File: config.mk
export PLATFORM = sky130hd
export DESIGN_NAME = dcm_comparators
export DESIGN_NICKNAME = d
export VERILOG_FILES = /design/src/dcm_pkg.sv /design/src/dcm_addr_match.sv /design/src/dcm_comparators.sv
export SDC_FILE = /design/constraint.sdc
export NUM_CORES = 1
export LEC_CHECK = 0
export ABC_AREA = 1
export ABC_CLOCK_PERIOD_IN_PS = 3800
export BUFFER_PORTS_ARGS = -buffer_cell sky130_fd_sc_hd__buf_2
export CORE_ASPECT_RATIO = 0.6
export CORE_MARGIN = 5
export CORE_UTILIZATION = 45
export CTS_BUF_LIST = sky130_fd_sc_hd__clkbuf_4
export CTS_CLUSTER_DIAMETER = 50
export DETAILED_ROUTE_END_ITERATION = 8
export GPL_TIMING_DRIVEN = 0
export PLACE_DENSITY_LB_ADDON = 0.05
export SYNTH_ARGS = -nofsm -noshare
export SYNTH_HDL_FRONTEND = slang
export SYNTH_HIERARCHICAL = 1
export SYNTH_SLANG_ARGS = --single-unit
File: constraint.sdc
create_clock -name clk -period 3.8 [get_ports clk]
set_input_delay 0.19 -clock clk [delete_from_list [all_inputs] [get_ports clk]]
set_output_delay 0.19 -clock clk [all_outputs]
set_load 0.01 [all_outputs]
File: src/dcm_pkg.sv
// Package of offsets, field layouts and reset values for the debug comparator match registers.
`default_nettype none
package dcm_pkg;
    localparam int ADDR_W = 8;
    localparam int DATA_W = 8;
    localparam int BUS_ADDR_W = 18;
    localparam int BUS_DATA_W = 16;
    localparam int NUM_COMP = 3;
    localparam logic [7:0] OFS_ADDR_HIGH = 8'h29;
    localparam logic [7:0] OFS_ADDR_MID = 8'h2a;
    localparam logic [7:0] OFS_ADDR_LOW = 8'h2b;
    localparam logic [7:0] OFS_DATA_HIGH = 8'h2c;
    localparam logic [7:0] OFS_DATA_LOW = 8'h2d;
    localparam logic [7:0] OFS_MASK_HIGH = 8'h2e;
    localparam logic [7:0] OFS_MASK_LOW = 8'h2f;
    localparam logic [7:0] OFS_CONTROL = 8'h30;
    localparam int HIGH_BITS = 2;
    localparam logic [1:0] VIEW_A = 2'h0;
    localparam logic [1:0] VIEW_B = 2'h1;
    localparam logic [1:0] VIEW_C = 2'h2;
    localparam logic [1:0] VIEW_NONE = 2'h3;
    localparam int CTRL_VIEW_LSB = 0;
    localparam int CTRL_TAG_BIT = 2;
    localparam logic [7:0] RST_ADDR_HIGH = 8'h00;
    localparam logic [7:0] RST_ADDR_MID = 8'h00;
    localparam logic [7:0] RST_ADDR_LOW = 8'h00;
    localparam logic [7:0] RST_DATA = 8'h00;
    localparam logic [7:0] RST_MASK = 8'h00;
    localparam logic [7:0] RST_CONTROL = 8'h00;
endpackage : dcm_pkg
`default_nettype wire

File: src/dcm_addr_match.sv
// One comparator's address match against the monitored address bus.
`timescale 1ns/1ns
`default_nettype none
module dcm_addr_match #(
    parameter int AW = 18
) (
    input wire logic [AW-1:0] pattern,
    input wire logic [AW-1:0] bus_addr,
    output logic hit
);
    // All monitored bits must equal their pattern bits in the same cycle.
    assign hit = (pattern == bus_addr);
endmodule : dcm_addr_match
`default_nettype wire

File: src/dcm_comparators.sv
// Debug comparator address and data match registers with their match logic.
`timescale 1ns/1ns
`default_nettype none
module dcm_comparators #(
    parameter int NC = dcm_pkg::NUM_COMP
) (
    input wire logic clk,
    input wire logic arst_n,
    input wire logic [dcm_pkg::ADDR_W-1:0] reg_addr,
    input wire logic [dcm_pkg::DATA_W-1:0] reg_wdata,
    input wire logic reg_wr,
    input wire logic reg_rd,
    output logic [dcm_pkg::DATA_W-1:0] reg_rdata,
    input wire logic debug_armed,
    input wire logic [dcm_pkg::BUS_ADDR_W-1:0] bus_addr,
    input wire logic [dcm_pkg::BUS_DATA_W-1:0] bus_data,
    output logic [NC-1:0] addr_match,
    output logic comp_a_match
);
    localparam int AW = dcm_pkg::BUS_ADDR_W;
    localparam int DW = dcm_pkg::BUS_DATA_W;

    logic [1:0] hi_r [NC];
    logic [7:0] mid_r [NC];
    logic [7:0] low_r [NC];
    logic [7:0] dhi_r;
    logic [7:0] dlo_r;
    logic [7:0] mhi_r;
    logic [7:0] mlo_r;
    logic [1:0] view_r;
    logic tag_r;
    logic armed_s1_r;
    logic armed_r;
    logic [7:0] rdata_nxt;
    logic [NC-1:0] hit;
    logic data_ok;
    logic wr_ok;
    logic [AW-1:0] pattern_w [NC];
    logic [DW-1:0] data_pattern;
    logic [DW-1:0] data_mask;
    logic [DW-1:0] data_diff;

    // Decodes which comparator the view selector exposes; 11 exposes none.
    function automatic logic view_hits(input logic [1:0] view, input int idx);
        view_hits = (view != dcm_pkg::VIEW_NONE) && (int'(view) == idx);
    endfunction : view_hits

    // The arm level comes from the sequencer outside, so it is synchronised first.
    always_ff @(posedge clk or negedge arst_n) begin
        if (!arst_n) begin
            armed_s1_r <= 1'b0;
            armed_r <= 1'b0;
        end else begin
            armed_s1_r <= debug_armed;
            armed_r <= armed_s1_r;
        end
    end

    // Pattern writes are dropped silently while the module is armed.
    assign wr_ok = reg_wr && !armed_r;

    // View selector and tag select live in a local control register, never blocked.
    always_ff @(posedge clk or negedge arst_n) begin
        if (!arst_n) begin
            view_r <= dcm_pkg::RST_CONTROL[1:0];
            tag_r <= 1'b0;
        end else if (reg_wr && reg_addr == dcm_pkg::OFS_CONTROL) begin
            view_r <= reg_wdata[dcm_pkg::CTRL_VIEW_LSB +: 2];
            tag_r <= reg_wdata[dcm_pkg::CTRL_TAG_BIT];
        end
    end

    // One bank of address pattern registers per comparator.
    genvar gi;
    generate
        for (gi = 0; gi < NC; gi++) begin : g_comp
            always_ff @(posedge clk or negedge arst_n) begin
                if (!arst_n) begin
                    hi_r[gi] <= dcm_pkg::RST_ADDR_HIGH[1:0];
                    mid_r[gi] <= dcm_pkg::RST_ADDR_MID;
                    low_r[gi] <= dcm_pkg::RST_ADDR_LOW;
                end else if (wr_ok && view_hits(view_r, gi)) begin
                    if (reg_addr == dcm_pkg::OFS_ADDR_HIGH) begin
                        hi_r[gi] <= reg_wdata[1:0];
                    end
                    if (reg_addr == dcm_pkg::OFS_ADDR_MID) begin
                        mid_r[gi] <= reg_wdata;
                    end
                    if (reg_addr == dcm_pkg::OFS_ADDR_LOW) begin
                        low_r[gi] <= reg_wdata;
                    end
                end
            end

            // The full pattern word feeds the match cell.
            assign pattern_w[gi] = {hi_r[gi], mid_r[gi], low_r[gi]};

            dcm_addr_match #(
                .AW(AW)
            ) u_match (
                .pattern(pattern_w[gi]),
                .bus_addr(bus_addr),
                .hit(hit[gi])
            );

        end
    endgenerate

    // Data pattern and mask exist for comparator A only and need view 00.
    always_ff @(posedge clk or negedge arst_n) begin
        if (!arst_n) begin
            dhi_r <= dcm_pkg::RST_DATA;
            dlo_r <= dcm_pkg::RST_DATA;
            mhi_r <= dcm_pkg::RST_MASK;
            mlo_r <= dcm_pkg::RST_MASK;
        end else if (wr_ok && view_r == dcm_pkg::VIEW_A) begin
            if (reg_addr == dcm_pkg::OFS_DATA_HIGH) begin
                dhi_r <= reg_wdata;
            end
            if (reg_addr == dcm_pkg::OFS_DATA_LOW) begin
                dlo_r <= reg_wdata;
            end
            if (reg_addr == dcm_pkg::OFS_MASK_HIGH) begin
                mhi_r <= reg_wdata;
            end
            if (reg_addr == dcm_pkg::OFS_MASK_LOW) begin
                mlo_r <= reg_wdata;
            end
        end
    end

    // Pattern and mask are joined into bus-wide words for the compare.
    assign data_pattern = {dhi_r, dlo_r};
    assign data_mask = {mhi_r, mlo_r};

    // A bit differs only where the mask asks for it; a zero mask bit lets any value pass.
    assign data_diff = (data_pattern ^ bus_data) & data_mask;
    assign data_ok = tag_r || (data_diff == '0);

    // Only A is qualified by data; B and C report address hits alone.
    assign addr_match = hit;
    assign comp_a_match = hit[0] && data_ok;

    // Read mux: address registers under views 00 to 10, data registers only under view 00.
    always_comb begin
        rdata_nxt = '0;
        for (int i = 0; i < NC; i++) begin
            if (view_hits(view_r, i)) begin
                if (reg_addr == dcm_pkg::OFS_ADDR_HIGH) begin
                    rdata_nxt = {6'h00, hi_r[i]};
                end else if (reg_addr == dcm_pkg::OFS_ADDR_MID) begin
                    rdata_nxt = mid_r[i];
                end else if (reg_addr == dcm_pkg::OFS_ADDR_LOW) begin
                    rdata_nxt = low_r[i];
                end
            end
        end
        if (view_r == dcm_pkg::VIEW_A) begin
            if (reg_addr == dcm_pkg::OFS_DATA_HIGH) begin
                rdata_nxt = dhi_r;
            end else if (reg_addr == dcm_pkg::OFS_DATA_LOW) begin
                rdata_nxt = dlo_r;
            end else if (reg_addr == dcm_pkg::OFS_MASK_HIGH) begin
                rdata_nxt = mhi_r;
            end else if (reg_addr == dcm_pkg::OFS_MASK_LOW) begin
                rdata_nxt = mlo_r;
            end
        end
        if (reg_addr == dcm_pkg::OFS_CONTROL) begin
            rdata_nxt = {5'h00, tag_r, view_r};
        end
    end

    // Read data is registered and stands only in the cycle after the strobe.
    always_ff @(posedge clk or negedge arst_n) begin
        if (!arst_n) begin
            reg_rdata <= '0;
        end else if (reg_rd) begin
            reg_rdata <= rdata_nxt;
        end else begin
            reg_rdata <= '0;
        end
    end
endmodule : dcm_comparators
`default_nettype wire

# After elaboration in Yosys (flattened, before gate mapping)
# Index checks and enable logic that the tools add are counted.
[op_classes]
addsub = 0
multipliers = 0
div = 0
magnitude_cmp = 0
n_eq_ne = 14
shifts = 0
n_mux = 19
bitwise_logic = 2
reduce_logical = 28
[ops]
columns = ["op", "n"]
rows = [
  ["$mux W8", 19],
  ["$eq A8 B6 Y1 const B", 8],
  ["$eq A18 B18 Y1", 3],
  ["$reduce_and A2 Y1", 13],
  ["$and A16 B16 Y16", 1],
  ["$logic_not A16 Y1", 1],
  ["$xor A16 B16 Y16", 1],
  ["$logic_and A1 B1 Y1", 10],
  ["$eq A2 B2 Y1 const B", 2],
  ["$logic_not A2 Y1", 2],
  ["$ne A2 B2 Y1 const B", 1],
  ["$logic_not A1 Y1", 1],
  ["$logic_or A1 B1 Y1", 1],
]
[totals]
ff_bits = 99
latchBits = 0
mem_bits_rw = 0
romBits = 0
out_inout_bits = 12
n_memories = 0

# Longest topological paths before layout
# Gate-level depths: netlist of the first run.
[depth]
ltp_word = 20
depth_mapped = 14
ltp_nobuf = 14

# By module
# The synthesis of the first run kept the hierarchy.
[by_module_without_submodules]
columns = ["module", "instances", "cells_per_inst", "area_per_inst_um2"]
rows = [
  ["dcm_comparators", 1, 605, 4921.0],
  ["dcm_addr_match", 3, 74, 315.3],
]

# Least setup slack after synthesis of the first run
# OpenSTA, ideal clock, no wires.
[synth_path]
kind = "register to register"
from = "register view_r[0]"
to = "register mlo_r[5]"
setup_ns = 0.131
arrival_time_ns = 1.424
slack_ns = 2.245
stages_incl_launch_ff = 9
cell_sequence = "dfrtp_1 buf_2 nor2_4 inv_2 nor2_8 nand3_1 clkbuf_1 nand2_1 o21ai_0"
[synth_via]
elab_chain_cells = 3
[synth_rtl]
columns = ["item", "line_no", "source"]
rows = [
  ["from (decl)", "dcm_comparators.sv:30", "logic [1:0] view_r;"],
  ["from (signal assigned)", "dcm_comparators.sv:65", "view_r <= dcm_pkg::RST_CONTROL[1:0];"],
  ["from (signal assigned)", "dcm_comparators.sv:68", "view_r <= reg_wdata[dcm_pkg::CTRL_VIEW_LSB +: 2];"],
  ["$logic_not A2 Y1", "dcm_comparators.sv:116", "end else if (wr_ok && view_r == dcm_pkg::VIEW_A) begin"],
  ["$logic_and A1 B1 Y1", "dcm_comparators.sv:116", ""],
  ["$reduce_and A2 Y1 (no source line)", "n/a", ""],
  ["to (signal assigned)", "dcm_comparators.sv:115", "mlo_r <= dcm_pkg::RST_MASK;"],
  ["to (signal assigned)", "dcm_comparators.sv:127", "mlo_r <= reg_wdata;"],
  ["to (decl)", "dcm_comparators.sv:29", "logic [7:0] mlo_r;"],
]
# No other way between the ends.
# A chain may end at the register's enable or synchronous reset.

# Final worst setup path of the first run
# Ends and elaborated chain as after synthesis.

==> key figures, run 1 <==
Status
  – Status: completed

Placed design
  – PortBufs: 66
  – Area after DPL: 0.00644 mm²
  – Detail Placement HPWL: 14,400 µm
  – Placer Congestion: ~0.9
  – Placed Cells: approximately 1,100

Synthesis
  – Syn Area/Cell: about 7 µm²
  – Net Count, Synth: 882
  – Post-synthesis async set-or-reset flop share: between 90% and 100%
  – Post-synth cell types: 38
  – Yosys top cell by area: dfrtp_1
  – Seq/Total Area, Yosys: approximately 42%
  – Synth Register Bits: 99
  – Post-synth EDFFs: 0
  – Top cells by area, synth: dfrtp_1, nand2_1, o21ai_0
  – Ys Warns: 6
  – Share of the synthesized area in the top cell type: 42.2%
  – Commonest register cell after synthesis: dfrtp_1
  – Syn Inst Count: roughly 830
  – Mapped cell area: 0.00587 mm²

Setup path
  – R2r worst-path depth: 8
  – Crit end category: flop
  – Crit-path max FO: 10
  – Reg2reg end: mlo_r[5]$_DFFE_PN0P_
  – CP required: about 4.2 ns
  – Crit path to: mlo_r[5]$_DFFE_PN0P_
  – Critical path, cell by cell: buf_2 > nor2_4 > inv_2 > nor2_8 > nand3_1 > clkbuf_1 > nand2_1 > o21ai_0
  – CP startpoint: view_r[0]$_DFFE_PN0P_
  – CP Class: reg -> reg
  – Max incr delay on CP: 0.39 ns
  – Crit path arrival time: 2.68 ns
  – Flop2flop setup slack: around 1.5 ns
  – Critical path's slowest cell: dfrtp_1
  – FF-to-FF Start: view_r[0]$_DFFE_PN0P_
  – Worst Setup Start Kind: flop

Die
  – Row count: 32
  – DIE AREA: 0.0155 mm²
  – Core ar.: between 0.01 and 0.015 mm²
  – Die Width: 157 µm
  – Ports: 67
  – Starting Density: about 46%
  – DIE HEIGHT: approximately 98 µm

STA
  – Final worst-path cycle share: about three fifths
  – # setup viols final: 0
  – Worst-case clock skew: about 0.012 ns
  – Worst-margin pin slew: between 0.9 and 1 ns
  – Final Hold Viols: 0
  – Setup TNS: 0 ns
  – Rel. slew slack: around two fifths
  – Unrepaired setup endpoints after global routing: no
  – Final Slew Violations: 0
  – Final worst path period need: ~2.3 ns
  – Peak Freq: around 0.43 GHz

Global routing
  – Vias in the first global route: about 5,500
  – Global-route wire length before repair: around 30,000 µm
  – Initial antenna violation count: 0
  – Pin count of the biggest net entering global routing: 65
  – GR Util met3: 5.75%
  – Met1 usage: around two fifths
  – Remaining Overflow, GRT: 0
  – GR peak layer: met1
  – GRT Resource Usage Total: 24.7%
  – M2 GR Usage: about a third

Pwr
  – Cell Pwr Density: just under 300 mW/mm²
  – Overall Power: between 1500 and 2000 µW
  – Leakage: roughly 0.0033 µW
  – Worst VDD drop: roughly 0.20 mV

Clock network
  – Count of clock tree sinks: 99
  – Worst skew pair latency: about 0.47 ns
  – CTS H-tree depth: 3
  – Root buf cell: clkbuf_4
  – Maximum clock path buffer count: 2
  – Clock-pin slew on the worst setup and hold paths: between 0.15 and 0.2 ns
  – Num CTS Buffers: 9
  – CTS tree: yes

Layout
  – Area Overhead vs Synth: 12.8%
  – Non-Filler Instances: approximately 1,100
  – Finished Cell Area: between 0.006 and 0.007 mm²
  – Layout cells sized above 1: between 10% and 20%
  – Nets: around 960
  – Final Util: 51.7%
  – Diodes inserted: 0

Routing
  – Final WL: approximately 18,000 µm
  – Routed Antenna Nets: 0
  – DRT iter0 DRCs: approximately 640
  – Router iterations before antenna repair: 5
  – Vias/cell: between 5 and 6
  – Wire length per cell: approximately 17 µm
  – Via count: roughly 5,800
  – Detailed-route DRC error count: 0

Min path
  – Hold Crit Class: in -> reg

Run
  – Max Cap Viol: 0
-- routing by layer --
layer / wire length, µm / up-vias
li1: - / 2771
met1: 9400 / 2723
met2: 7330 / 245
met3: 1590 / 16
met4: 159 / 0
met5: 0 / -
-- what timing repair did --
item                      in CTS  in global routing
resized for setup              0                  0
buffers inserted               0                  0
hold buffers                   3                  0
hold endpoints to repair      37                  0
-- how the worst min path moves through the flow --
stage / from / end / slack [ns] / depth (start not counted)
6_report: reg_rd / reg_rdata[0]$_DFF_PN0_ / 0.03 / 3
5_1_grt: reg_rd / reg_rdata[0]$_DFF_PN0_ / 0.01 / 3
4_1_cts: reg_rd / reg_rdata[0]$_DFF_PN0_ / 0.009 / 3
3_5_place_dp: arst_n / hi_r[2]$_DFFE_PN0P_ / 0.19 / 1
3_3_place_gp: debug_armed / armed_s1_r$_DFF_PN0_ / 0.30 / 1
2_1_floorplan: arst_n / armed_r$_DFF_PN0_ / -0.11 / 0
-- cell usage after synthesis, drive strengths merged (2+ instances only) --
cell type	n
o21a	4
or2	11
o21ai	109
o22ai	5
clkbuf	7
nor4	2
buf	12
xnor2	9
nand4	5
dfrtp	99
nand2	327
nor2	46
a22o	10
xor2	14
nand3b	2
a21oi	21
inv	103
nand3	35
-- power breakdown --
group	internal (µW)	total (µW)	switching, µW
Combinational	89.8	261	171
Sequential	1080	1090	17.6
Clock	218	616	398
Total	1380	1970	586
-- through the flow --
| step | worst slack [ns] | hold WS [ns] |
|---|---|---|
| final | 1.47 | 0.0335 |
| after global routing | 1.30 | 0.00987 |
| after CTS | 1.51 | 0.00863 |
| after detailed placement | 1.53 | 0.195 |
| after global placement | 1.46 | 0.300 |
| after floorplan | 2.25 | -0.106 |
-- worst max-delay path, delay by kind of cell, from the launching register on --
kind | cells | cell delay, ns
simple gates | 4 | 0.95
buf+inv | 3 | 0.78
flops | 1 | 0.39
compound gates | 1 | 0.09
-- final cells by class --
| type | count | area [µm²] |
|---|---|---|
| timing repair buffer | 70 | 390 |
| clock inverter | 6 | 72.6 |
| multi-input combinational | 606 | 2900 |
| inverter | 103 | 389 |
| tap | 170 | 213 |
| buffer | 19 | 101 |
| sequential | 99 | 2480 |
| fill | 1277 | 6190 |
| clock buffer | 10 | 75.1 |
-- sequential cells by signal, indices dropped and copies added (netlist names) --
| name | cells |
|---|---|
| armed_r | 1 |
| dhi_r | 8 |
| reg_rdata | 8 |
| mid_r | 24 |
| hi_r | 6 |
| tag_r | 1 |
| dlo_r | 8 |
| mlo_r | 8 |
| mhi_r | 8 |
| low_r | 24 |
| armed_s1_r | 1 |
| view_r | 2 |
-- cells in the final DEF, fill, tap and decap left out, types with 3 or more instances in the layout --
cell | Yosys | layout
a22o_1 | 10 | 10
o21a_1 | 4 | 4
or2_2 | 7 | 7
inv_1 | 96 | 96
dlygate4sd3_1 | 0 | 3
nor2_8 | 3 | 3
xor2_1 | 14 | 14
nand2_1 | 317 | 317
or2_0 | 4 | 4
nor2_4 | 5 | 5
o22ai_1 | 5 | 5
buf_2 | 9 | 74
o21ai_0 | 101 | 101
nand4_1 | 5 | 5
clkbuf_4 | 0 | 10
nand2_2 | 9 | 9
a21oi_1 | 19 | 19
xnor2_1 | 9 | 9
inv_2 | 6 | 6
dfrtp_1 | 99 | 99
nor2_1 | 36 | 36
clkbuf_1 | 7 | 7
o21ai_1 | 8 | 8
nand3_1 | 34 | 34
-- cell families after synthesis --
| logic type | Yosys count | synth area share [%] |
|---|---|---|
| simple gates | 429 | 31.5 |
| flops | 99 | 42.2 |
| xor+xnor | 23 | 3.43 |
| compound gates | 154 | 14.5 |
| buf+inv | 122 | 8.36 |
Note: power is estimated with default switching activity, not from simulation.
==> inputs of run 2 (changes only) <==
--- a/config.mk
+++ b/config.mk
@@ -5,8 +5,8 @@
 export SDC_FILE = /design/constraint.sdc
 export NUM_CORES = 1
 export LEC_CHECK = 0
-export ABC_AREA = 1
-export ABC_CLOCK_PERIOD_IN_PS = 3800
+export ABC_AREA = 0
+export ABC_CLOCK_PERIOD_IN_PS = 2250
 export BUFFER_PORTS_ARGS = -buffer_cell sky130_fd_sc_hd__buf_2
 export CORE_ASPECT_RATIO = 0.6
 export CORE_MARGIN = 5
==> constraint.sdc (replaced) <==
create_clock -name clk -period 2.25 [get_ports clk]
set_input_delay 0.1125 -clock clk [delete_from_list [all_inputs] [get_ports clk]]
set_output_delay 0.1125 -clock clk [all_outputs]
set_load 0.01 [all_outputs]
==> key figures, run 2 <==
Routing
  – Via count: 4,080 (was 5,755)
  – Routed Antenna Nets: 0 (unchanged)
  – DRT iter0 DRCs: 364 (was 639)
  – Final WL: 16,100 µm (was 18,500 µm)
  – Vias/cell: 5.75 (was 5.31)
  – Wire length per cell: 22.7 µm (was 17.1 µm)
  – Detailed-route DRC error count: 0 (unchanged)
  – Router iterations before antenna repair: 6 (was 5)

Synthesis
  – Ys Warns: 6 (unchanged)
  – Most common cell in the netlist: dfrtp_1 (was nand2_1)
  – Syn Inst Count: 451 (was 827)
  – Most frequent cells after synthesis: dfrtp_1, mux2_2, xor2_1 (was nand2_1, o21ai_0, dfrtp_1)
  – Syn Area/Cell: 12.3 µm² (was 7.09 µm²)
  – Yosys top cell by area: dfrtp_1 (unchanged)
  – Synth Register Bits: 99 (unchanged)
  – Post-synth cell types: 54 (was 38)
  – Commonest register cell after synthesis: dfrtp_1 (unchanged)
  – Top cells by area, synth: dfrtp_1, mux2_2, xor2_1 (was dfrtp_1, nand2_1, o21ai_0)
  – Share of the synthesized area in the top cell type: 44.8% (was 42.2%)
  – Post-synth EDFFs: 0 (unchanged)
  – Net Count, Synth: 506 (was 882)
  – Mapped cell area: 0.00553 mm² (was 0.00587 mm²)
  – Post-synthesis async set-or-reset flop share: 100% (unchanged)
  – Seq/Total Area, Yosys: 44.8% (was 42.2%)

STA
  – Final Slew Violations: 0 (unchanged)
  – # setup viols final: 1 (was 0)
  – Peak Freq: approximately 0.44 GHz
  – Unrepaired setup endpoints after global routing: yes (was no)
  – Final worst path period need: between 2 and 2.5 ns
  – Worst-margin pin slew: 0.813 ns (was 0.911 ns)
  – Worst Slack Setup Final: -0.00192 ns (was 1.47 ns)
  – Worst-case clock skew: 0.0194 ns (was 0.0120 ns)
  – Final worst-path cycle share: 100%
  – Final Hold Viols: 0 (unchanged)
  – Rel. slew slack: 45.8% (was 38.8%)

Pwr
  – Share of power burned in combinational logic: 12.6% (was 13.2%)
  – Worst VDD drop: 0.263 mV (was 0.205 mV)
  – Leakage: 0.00310 µW (was 0.00334 µW)
  – Clk pwr share: 31.9% (was 31.3%)
  – Pint: 2350 µW (was 1380 µW)
  – Cell Pwr Density: 507 mW/mm² (was 298 mW/mm²)
  – Sw frac: 29.2% (was 29.8%)
  – Overall Power: 3310 µW (was 1970 µW)
  – Reg power frac: 55.5% (about the same)
  – Net load switching power: 967 µW (was 586 µW)

Placed design
  – Detail Placement HPWL: 12,000 µm (was 14,400 µm)
  – Placer Congestion: 0.892 (was 0.918)
  – PortBufs: 60 (was 66)

Clock network
  – Num CTS Buffers: 9 (unchanged)
  – Maximum clock path buffer count: 2 (unchanged)
  – Clock-pin slew on the worst setup and hold paths: 0.17 ns (about the same)
  – Worst skew pair latency: 0.47 ns (about the same)
  – CTS H-tree depth: 3 (unchanged)
  – Root buf cell: clkbuf_4 (unchanged)
  – Count of clock tree sinks: 99 (unchanged)
  – CTS tree: yes (unchanged)

Setup path
  – Critical path's slowest cell: dfrtp_1 (unchanged)
  – CP Class: reg -> out (was reg -> reg)
  – Worst Setup Start Kind: flop (unchanged)
  – Critical path, cell by cell: xor2_1 > nor4_4 > nand3_2 > nor4_4 > o21a_1 > buf_2 (was buf_2 > nor2_4 > inv_2 > nor2_8 > nand3_1 > clkbuf_1 > nand2_1 > o21ai_0)
  – CP required: 2.14 ns (was 4.15 ns)
  – Max incr delay on CP: 0.45 ns (was 0.39 ns)
  – Crit end category: output pin (was flop)
  – Most frequent CP cell: nor4_4
  – Crit path arrival time: 2.14 ns (was 2.68 ns)
  – Crit-path max FO: 3 (was 10)

Die
  – Starting Density: 46.0% (was 45.8%)
  – Die Width: 153 µm (was 157 µm)
  – DIE AREA: 0.0147 mm² (was 0.0155 mm²)
  – Ports: 67 (unchanged)
  – Row count: 31 (was 32)
  – Core ar.: 0.0120 mm² (was 0.0128 mm²)
  – DIE HEIGHT: 95.8 µm (was 98.4 µm)

Global routing
  – Remaining Overflow, GRT: 0 (unchanged)
  – Initial antenna violation count: 0 (unchanged)
  – Vias in the first global route: 4,194 (was 5,503)
  – Pin count of the biggest net entering global routing: 71 (was 65)
  – GRT Resource Usage Total: 23.0% (was 24.7%)
  – Global-route wire length before repair: 25,400 µm (was 29,900 µm)

Layout
  – Leading cell type in the layout, fill and taps excluded: dfrtp_1 (was nand2_1)
  – FILL cells: 1,091 (was 1,277)
  – Register area: 0.00248 mm² (unchanged)
  – Nets: 595 (was 963)
  – Area Overhead vs Synth: 18.3% (was 12.8%)
  – Layout cells sized above 1: 42.0% (was 14.7%)
  – Area taken by multi-input logic gates: 0.00306 mm² (was 0.00290 mm²)
  – Diodes inserted: 0 (unchanged)
  – Biggest regs: low_r: 24 flops, mid_r: 24 flops (unchanged)
  – Most frequent cells in the layout: dfrtp_1, mux2_2, buf_2, xor2_1, nand2_1 (was nand2_1, o21ai_0, dfrtp_1, inv_1, buf_2)
  – Final Util: 54.4% (was 51.7%)

Status
  – Status: finished with violations (was completed)
  – Failing checks: negative setup slack

Run
  – Max Cap Viol: 0 (unchanged)

Min path
  – Hold Crit Class: in -> async (was in -> reg)
-- run 2: changes by cell type in the layout (fill, tap and decap cells not counted), sizes merged, moves of 28 or more --
cell and delta:
xor2 +44, o21ai -104, nand2 -306, nor2 -28
nand3 -30, mux2 +93, inv -97
-- run 2: stage by stage --
step	instance area, µm²	TNS (ns)	instances	hold slack, ns	setup slack (ns)
2_1_floorplan	5530	0	451	-0.183	0.243
3_3_place_gp	6030	-18.22	676	0.223	-0.698
3_5_place_dp	6060	-16.87	677	0.0779	-0.701
4_1_cts	6460	-0.177	706	0.0757	-0.113
5_1_grt	6540	-0.263	710	0.0765	-0.152
6_report	6540	-0.00192	710	0.0856	-0.00192
-- run 2: final timing paths --
check	from	end	slack [ns]	cells after the start
min	arst_n	low_r[21]$_DFFE_PN0P_	0.09	2
max	hi_r[4]$_DFFE_PN0P_	comp_a_match	-0.002	6
min reg2reg	armed_s1_r$_DFF_PN0_	armed_r$_DFF_PN0_	0.37	0
max in group asynchronous	arst_n	mhi_r[6]$_DFFE_PN0P_	1.47	3
max reg2reg	view_r[0]$_DFFE_PN0P_	low_r[1]$_DFFE_PN0P_	0.07	5
min in group clk	reg_wr	view_r[1]$_DFFE_PN0P_	0.09	3
-- run 2: timing repair --
| action | in CTS | in global routing |
|---|---|---|
| gates resized for setup | 14 | 9 |
| buffers inserted | 7 | 4 |
| hold buffers | 6 | 0 |
| setup endpoints to repair | 61 | 30 |
| endpoints found under the hold margin | 106 | 0 |
| pin swaps | 6 | 7 |
-- run 2: cell type report --
class,instances,share of cell area [%]
Multi-Input combinational cell,330,46.7
Tap cell,165,3.16
Inverter,3,0.172
Clock buffer,9,1.03
Sequential cell,99,37.9
Clock inverter,7,1.34
Timing Repair Buffer,78,8.09
Buffer,19,1.57
-- run 2: power by group through the flow --
stage	sequential [µW]	clock, µW	combinational [µW]
global placement	1870	0	374
global route	1840	1160	455
finish	1840	1060	417
detailed placement	1870	0	384
CTS	1840	1080	404
floorplan	1860	0	200
-- run 2: per-layer routing --
| metal | wire length, µm | track usage (%) | part of all wire [%] |
|---|---|---|---|
| met4 | 201 | 4.52 | 1.2 |
| met2 | 6620 | 33.3 | 41 |
| met5 | 0 | 0 | 0 |
| met3 | 1070 | 4.54 | 6.6 |
| met1 | 8250 | 35.6 | 51 |
-- run 2: cells by family (layout without fill, tap and decap cells) --
kind of cell	count (synthesis)	after routing	share of synthesized area, %
multiplexers	114	114	24.8
flip-flops	99	99	44.8
AND/OR/NAND/NOR	92	92	10.4
XOR/XNOR	70	70	11.1
AO/OA/AOI/OAI	54	54	6.82
buffers and inverters	22	116	2.04
-- run 2: worst max-delay path, delay by kind of cell, from the launching register on --
kind | cells | cell delay, ns
buffers and inverters | 1 | 0.13
AND/OR/NAND/NOR | 3 | 0.74
AO/OA/AOI/OAI | 1 | 0.18
XOR/XNOR | 1 | 0.18
flip-flops | 1 | 0.45
==> inputs of run 3 (changes only) <==
--- a/config.mk
+++ b/config.mk
@@ -6,7 +6,7 @@
 export NUM_CORES = 1
 export LEC_CHECK = 0
 export ABC_AREA = 0
-export ABC_CLOCK_PERIOD_IN_PS = 2250
+export ABC_CLOCK_PERIOD_IN_PS = 2100
 export BUFFER_PORTS_ARGS = -buffer_cell sky130_fd_sc_hd__buf_2
 export CORE_ASPECT_RATIO = 0.6
 export CORE_MARGIN = 5
==> constraint.sdc (replaced) <==
create_clock -name clk -period 2.1 [get_ports clk]
set_input_delay 0.105 -clock clk [delete_from_list [all_inputs] [get_ports clk]]
set_output_delay 0.105 -clock clk [all_outputs]
set_load 0.01 [all_outputs]
==> key figures, run 3 (synthesized netlist as in run 2, its figures left out) <==
STA
  – Final Hold Viols: 0 (unchanged)
  – Final worst-path cycle share: 106%
  – Final worst path period need: approximately 2.2 ns
  – Final Hold Slack: 0.0801 ns (was 0.0856 ns)
  – Worst-margin pin slew: 0.792 ns (was 0.813 ns)
  – Final Slew Violations: 0 (unchanged)
  – Rel. slew slack: 47.2% (was 45.8%)
  – Peak Freq: 0.450 GHz
  – Worst-case clock skew: 0.0175 ns (was 0.0194 ns)
  – Worst Slack Setup Final: -0.122 ns (was -0.00192 ns)
  – # setup viols final: 2 (was 1)
  – Unrepaired setup endpoints after global routing: yes (unchanged)

Placed design
  – Detail Placement HPWL: 12,000 µm (unchanged)
  – PortBufs: 60 (unchanged)
  – Placer Congestion: 0.892 (unchanged)
  – Area after DPL: 0.00606 mm² (unchanged)
  – Placed Cells: 677 (unchanged)

Layout
  – Layout cells sized above 1: 43.1% (was 42.0%)
  – Non-Filler Instances: 713 (was 710)
  – Leading cell type in the layout, fill and taps excluded: dfrtp_1 (unchanged)
  – Area Overhead vs Synth: 19.7% (was 18.3%)
  – Diodes inserted: 0 (unchanged)
  – Finished Cell Area: 0.00661 mm² (was 0.00654 mm²)
  – Most frequent cells in the layout: dfrtp_1, mux2_2, buf_2, xor2_1 (was dfrtp_1, mux2_2, buf_2, xor2_1, nand2_1)
  – Nets: 598 (was 595)
  – Register area: 0.00248 mm² (unchanged)
  – Biggest regs: low_r: 24 flops, mid_r: 24 flops (unchanged)
  – Area taken by multi-input logic gates: 0.00310 mm² (was 0.00306 mm²)
  – FILL cells: 1,074 (was 1,091)

Routing
  – Vias/cell: 5.66 (was 5.75)
  – Final WL: 16,200 µm (was 16,100 µm)
  – DRT iter0 DRCs: 359 (was 364)
  – Via count: 4,036 (was 4,080)
  – Router iterations before antenna repair: 5 (was 6)
  – Detailed-route DRC error count: 0 (unchanged)
  – Wire length per cell: 22.8 µm (was 22.7 µm)
  – Routed Antenna Nets: 0 (unchanged)

Global routing
  – Vias in the first global route: 4,250 (was 4,194)
  – GRT Resource Usage Total: 23.3% (was 23.0%)
  – Initial antenna violation count: 0 (unchanged)
  – Pin count of the biggest net entering global routing: 71 (unchanged)
  – Remaining Overflow, GRT: 0 (unchanged)
  – Global-route wire length before repair: 25,700 µm (was 25,400 µm)

Setup path
  – CP startpoint: hi_r[4]$_DFFE_PN0P_ (unchanged)
  – Buf+Inv Stages, Crit Path: 1 (unchanged)
  – Crit end category: output pin (unchanged)
  – Critical path's slowest cell: dfrtp_1 (unchanged)
  – Crit-path max FO: 3 (unchanged)
  – CP top delay family: simple AND/OR/NAND/NOR gates (unchanged)
  – Most frequent CP cell: nor4_4 (unchanged)
  – Critical path, cell by cell: xor2_1 > nor4_4 > nand3_2 > nor4_4 > o21a_1 > buf_2 (unchanged)
  – Crit path arrival time: 2.12 ns (was 2.14 ns)
  – CP Class: reg -> out (unchanged)
  – FF-to-FF Start: view_r[0]$_DFFE_PN0P_ (unchanged)
  – CP required: 2.00 ns (was 2.14 ns)
  – Worst Setup Start Kind: flop (unchanged)
  – Max incr delay on CP: 0.45 ns (about the same)

Die
  – Starting Density: 46.0% (unchanged)
  – Die Width: 153 µm (unchanged)
  – DIE AREA: 0.0147 mm² (unchanged)
  – Core ar.: 0.0120 mm² (unchanged)
  – Ports: 67 (unchanged)
  – Row count: 31 (unchanged)
  – DIE HEIGHT: 95.8 µm (unchanged)

Pwr
  – Worst VDD drop: 0.282 mV (was 0.263 mV)
  – Leakage: 0.00313 µW (was 0.00310 µW)
  – Cell Pwr Density: 538 mW/mm² (was 507 mW/mm²)

Clock network
  – Count of clock tree sinks: 99 (unchanged)
  – Root buf cell: clkbuf_4 (unchanged)
  – Maximum clock path buffer count: 2 (unchanged)
  – Num CTS Buffers: 9 (unchanged)
  – Worst skew pair latency: 0.47 ns (about the same)
  – Clock-pin slew on the worst setup and hold paths: 0.17 ns (about the same)
  – CTS tree: yes (unchanged)
  – CTS H-tree depth: 3 (unchanged)

Run
  – Max Cap Viol: 0 (unchanged)

Min path
  – Hold Crit Class: in -> async (unchanged)

Status
  – Status: finished with violations (unchanged)
  – Failing checks: negative setup slack (unchanged)
## run 3: power by group
part           switching (µW)  internal [µW]  total [µW]
combinational             276            183         459
clock                     728            398        1130
sequential               30.4           1940        1970
## run 3: repair_timing
action	CTS	global route
endpoints found under the hold margin	112	0
endpoints found under the setup margin	81	44
hold buffers	6	0
gates resized for setup	19	14
setup buffers	13	1
pin swaps	13	4
## run 3: cell type report
type / instances / area share (%)
well taps: 165 / 3.12
clock inverters: 7 / 1.32
plain buffers: 19 / 1.59
clock buffers: 9 / 1.02
flip-flops and latches: 99 / 37.5
inverters: 3 / 0.170
repair buffers: 81 / 8.35
multi-input cells: 330 / 47.0
## run 3: stage by stage
step	util [%]	total power, µW	setup WS, ns	TNS [ns]
floorplan	-	2210	0.0927	0
global placement	50.2	2400	-0.848	-40.64
detailed placement	50.4	2420	-0.851	-25.77
CTS	54.3	3560	-0.256	-0.462
global route	55.0	3720	-0.290	-0.651
finish	55.0	3560	-0.122	-0.206
## run 3: worst paths after layout
| path | cells after the start | slack (ns) | to |
|---|---|---|---|
| worst max-delay path | 6 | -0.12 | comp_a_match |
| min in group clk | 3 | 0.12 | view_r[1]$_DFFE_PN0P_ |
| worst max register to register | 5 | 0.09 | low_r[1]$_DFFE_PN0P_ |
| worst min register to register | 0 | 0.37 | armed_r$_DFF_PN0_ |
| max in group asynchronous | 3 | 1.32 | tag_r$_DFFE_PN0P_ |
| worst min-delay path | 2 | 0.08 | low_r[21]$_DFFE_PN0P_ |
## run 3: per-layer routing
layer | GRT usage (%) | wire (µm) | up-vias | share of wire (%)
met5 | 0 | 0 | - | 0
met4 | 4.89 | 223 | 0 | 1.4
met3 | 4.81 | 1180 | 20 | 7.3
li1 | - | - | 1844 | -
met2 | 33.7 | 6760 | 129 | 42
met1 | 35.9 | 8080 | 2043 | 50
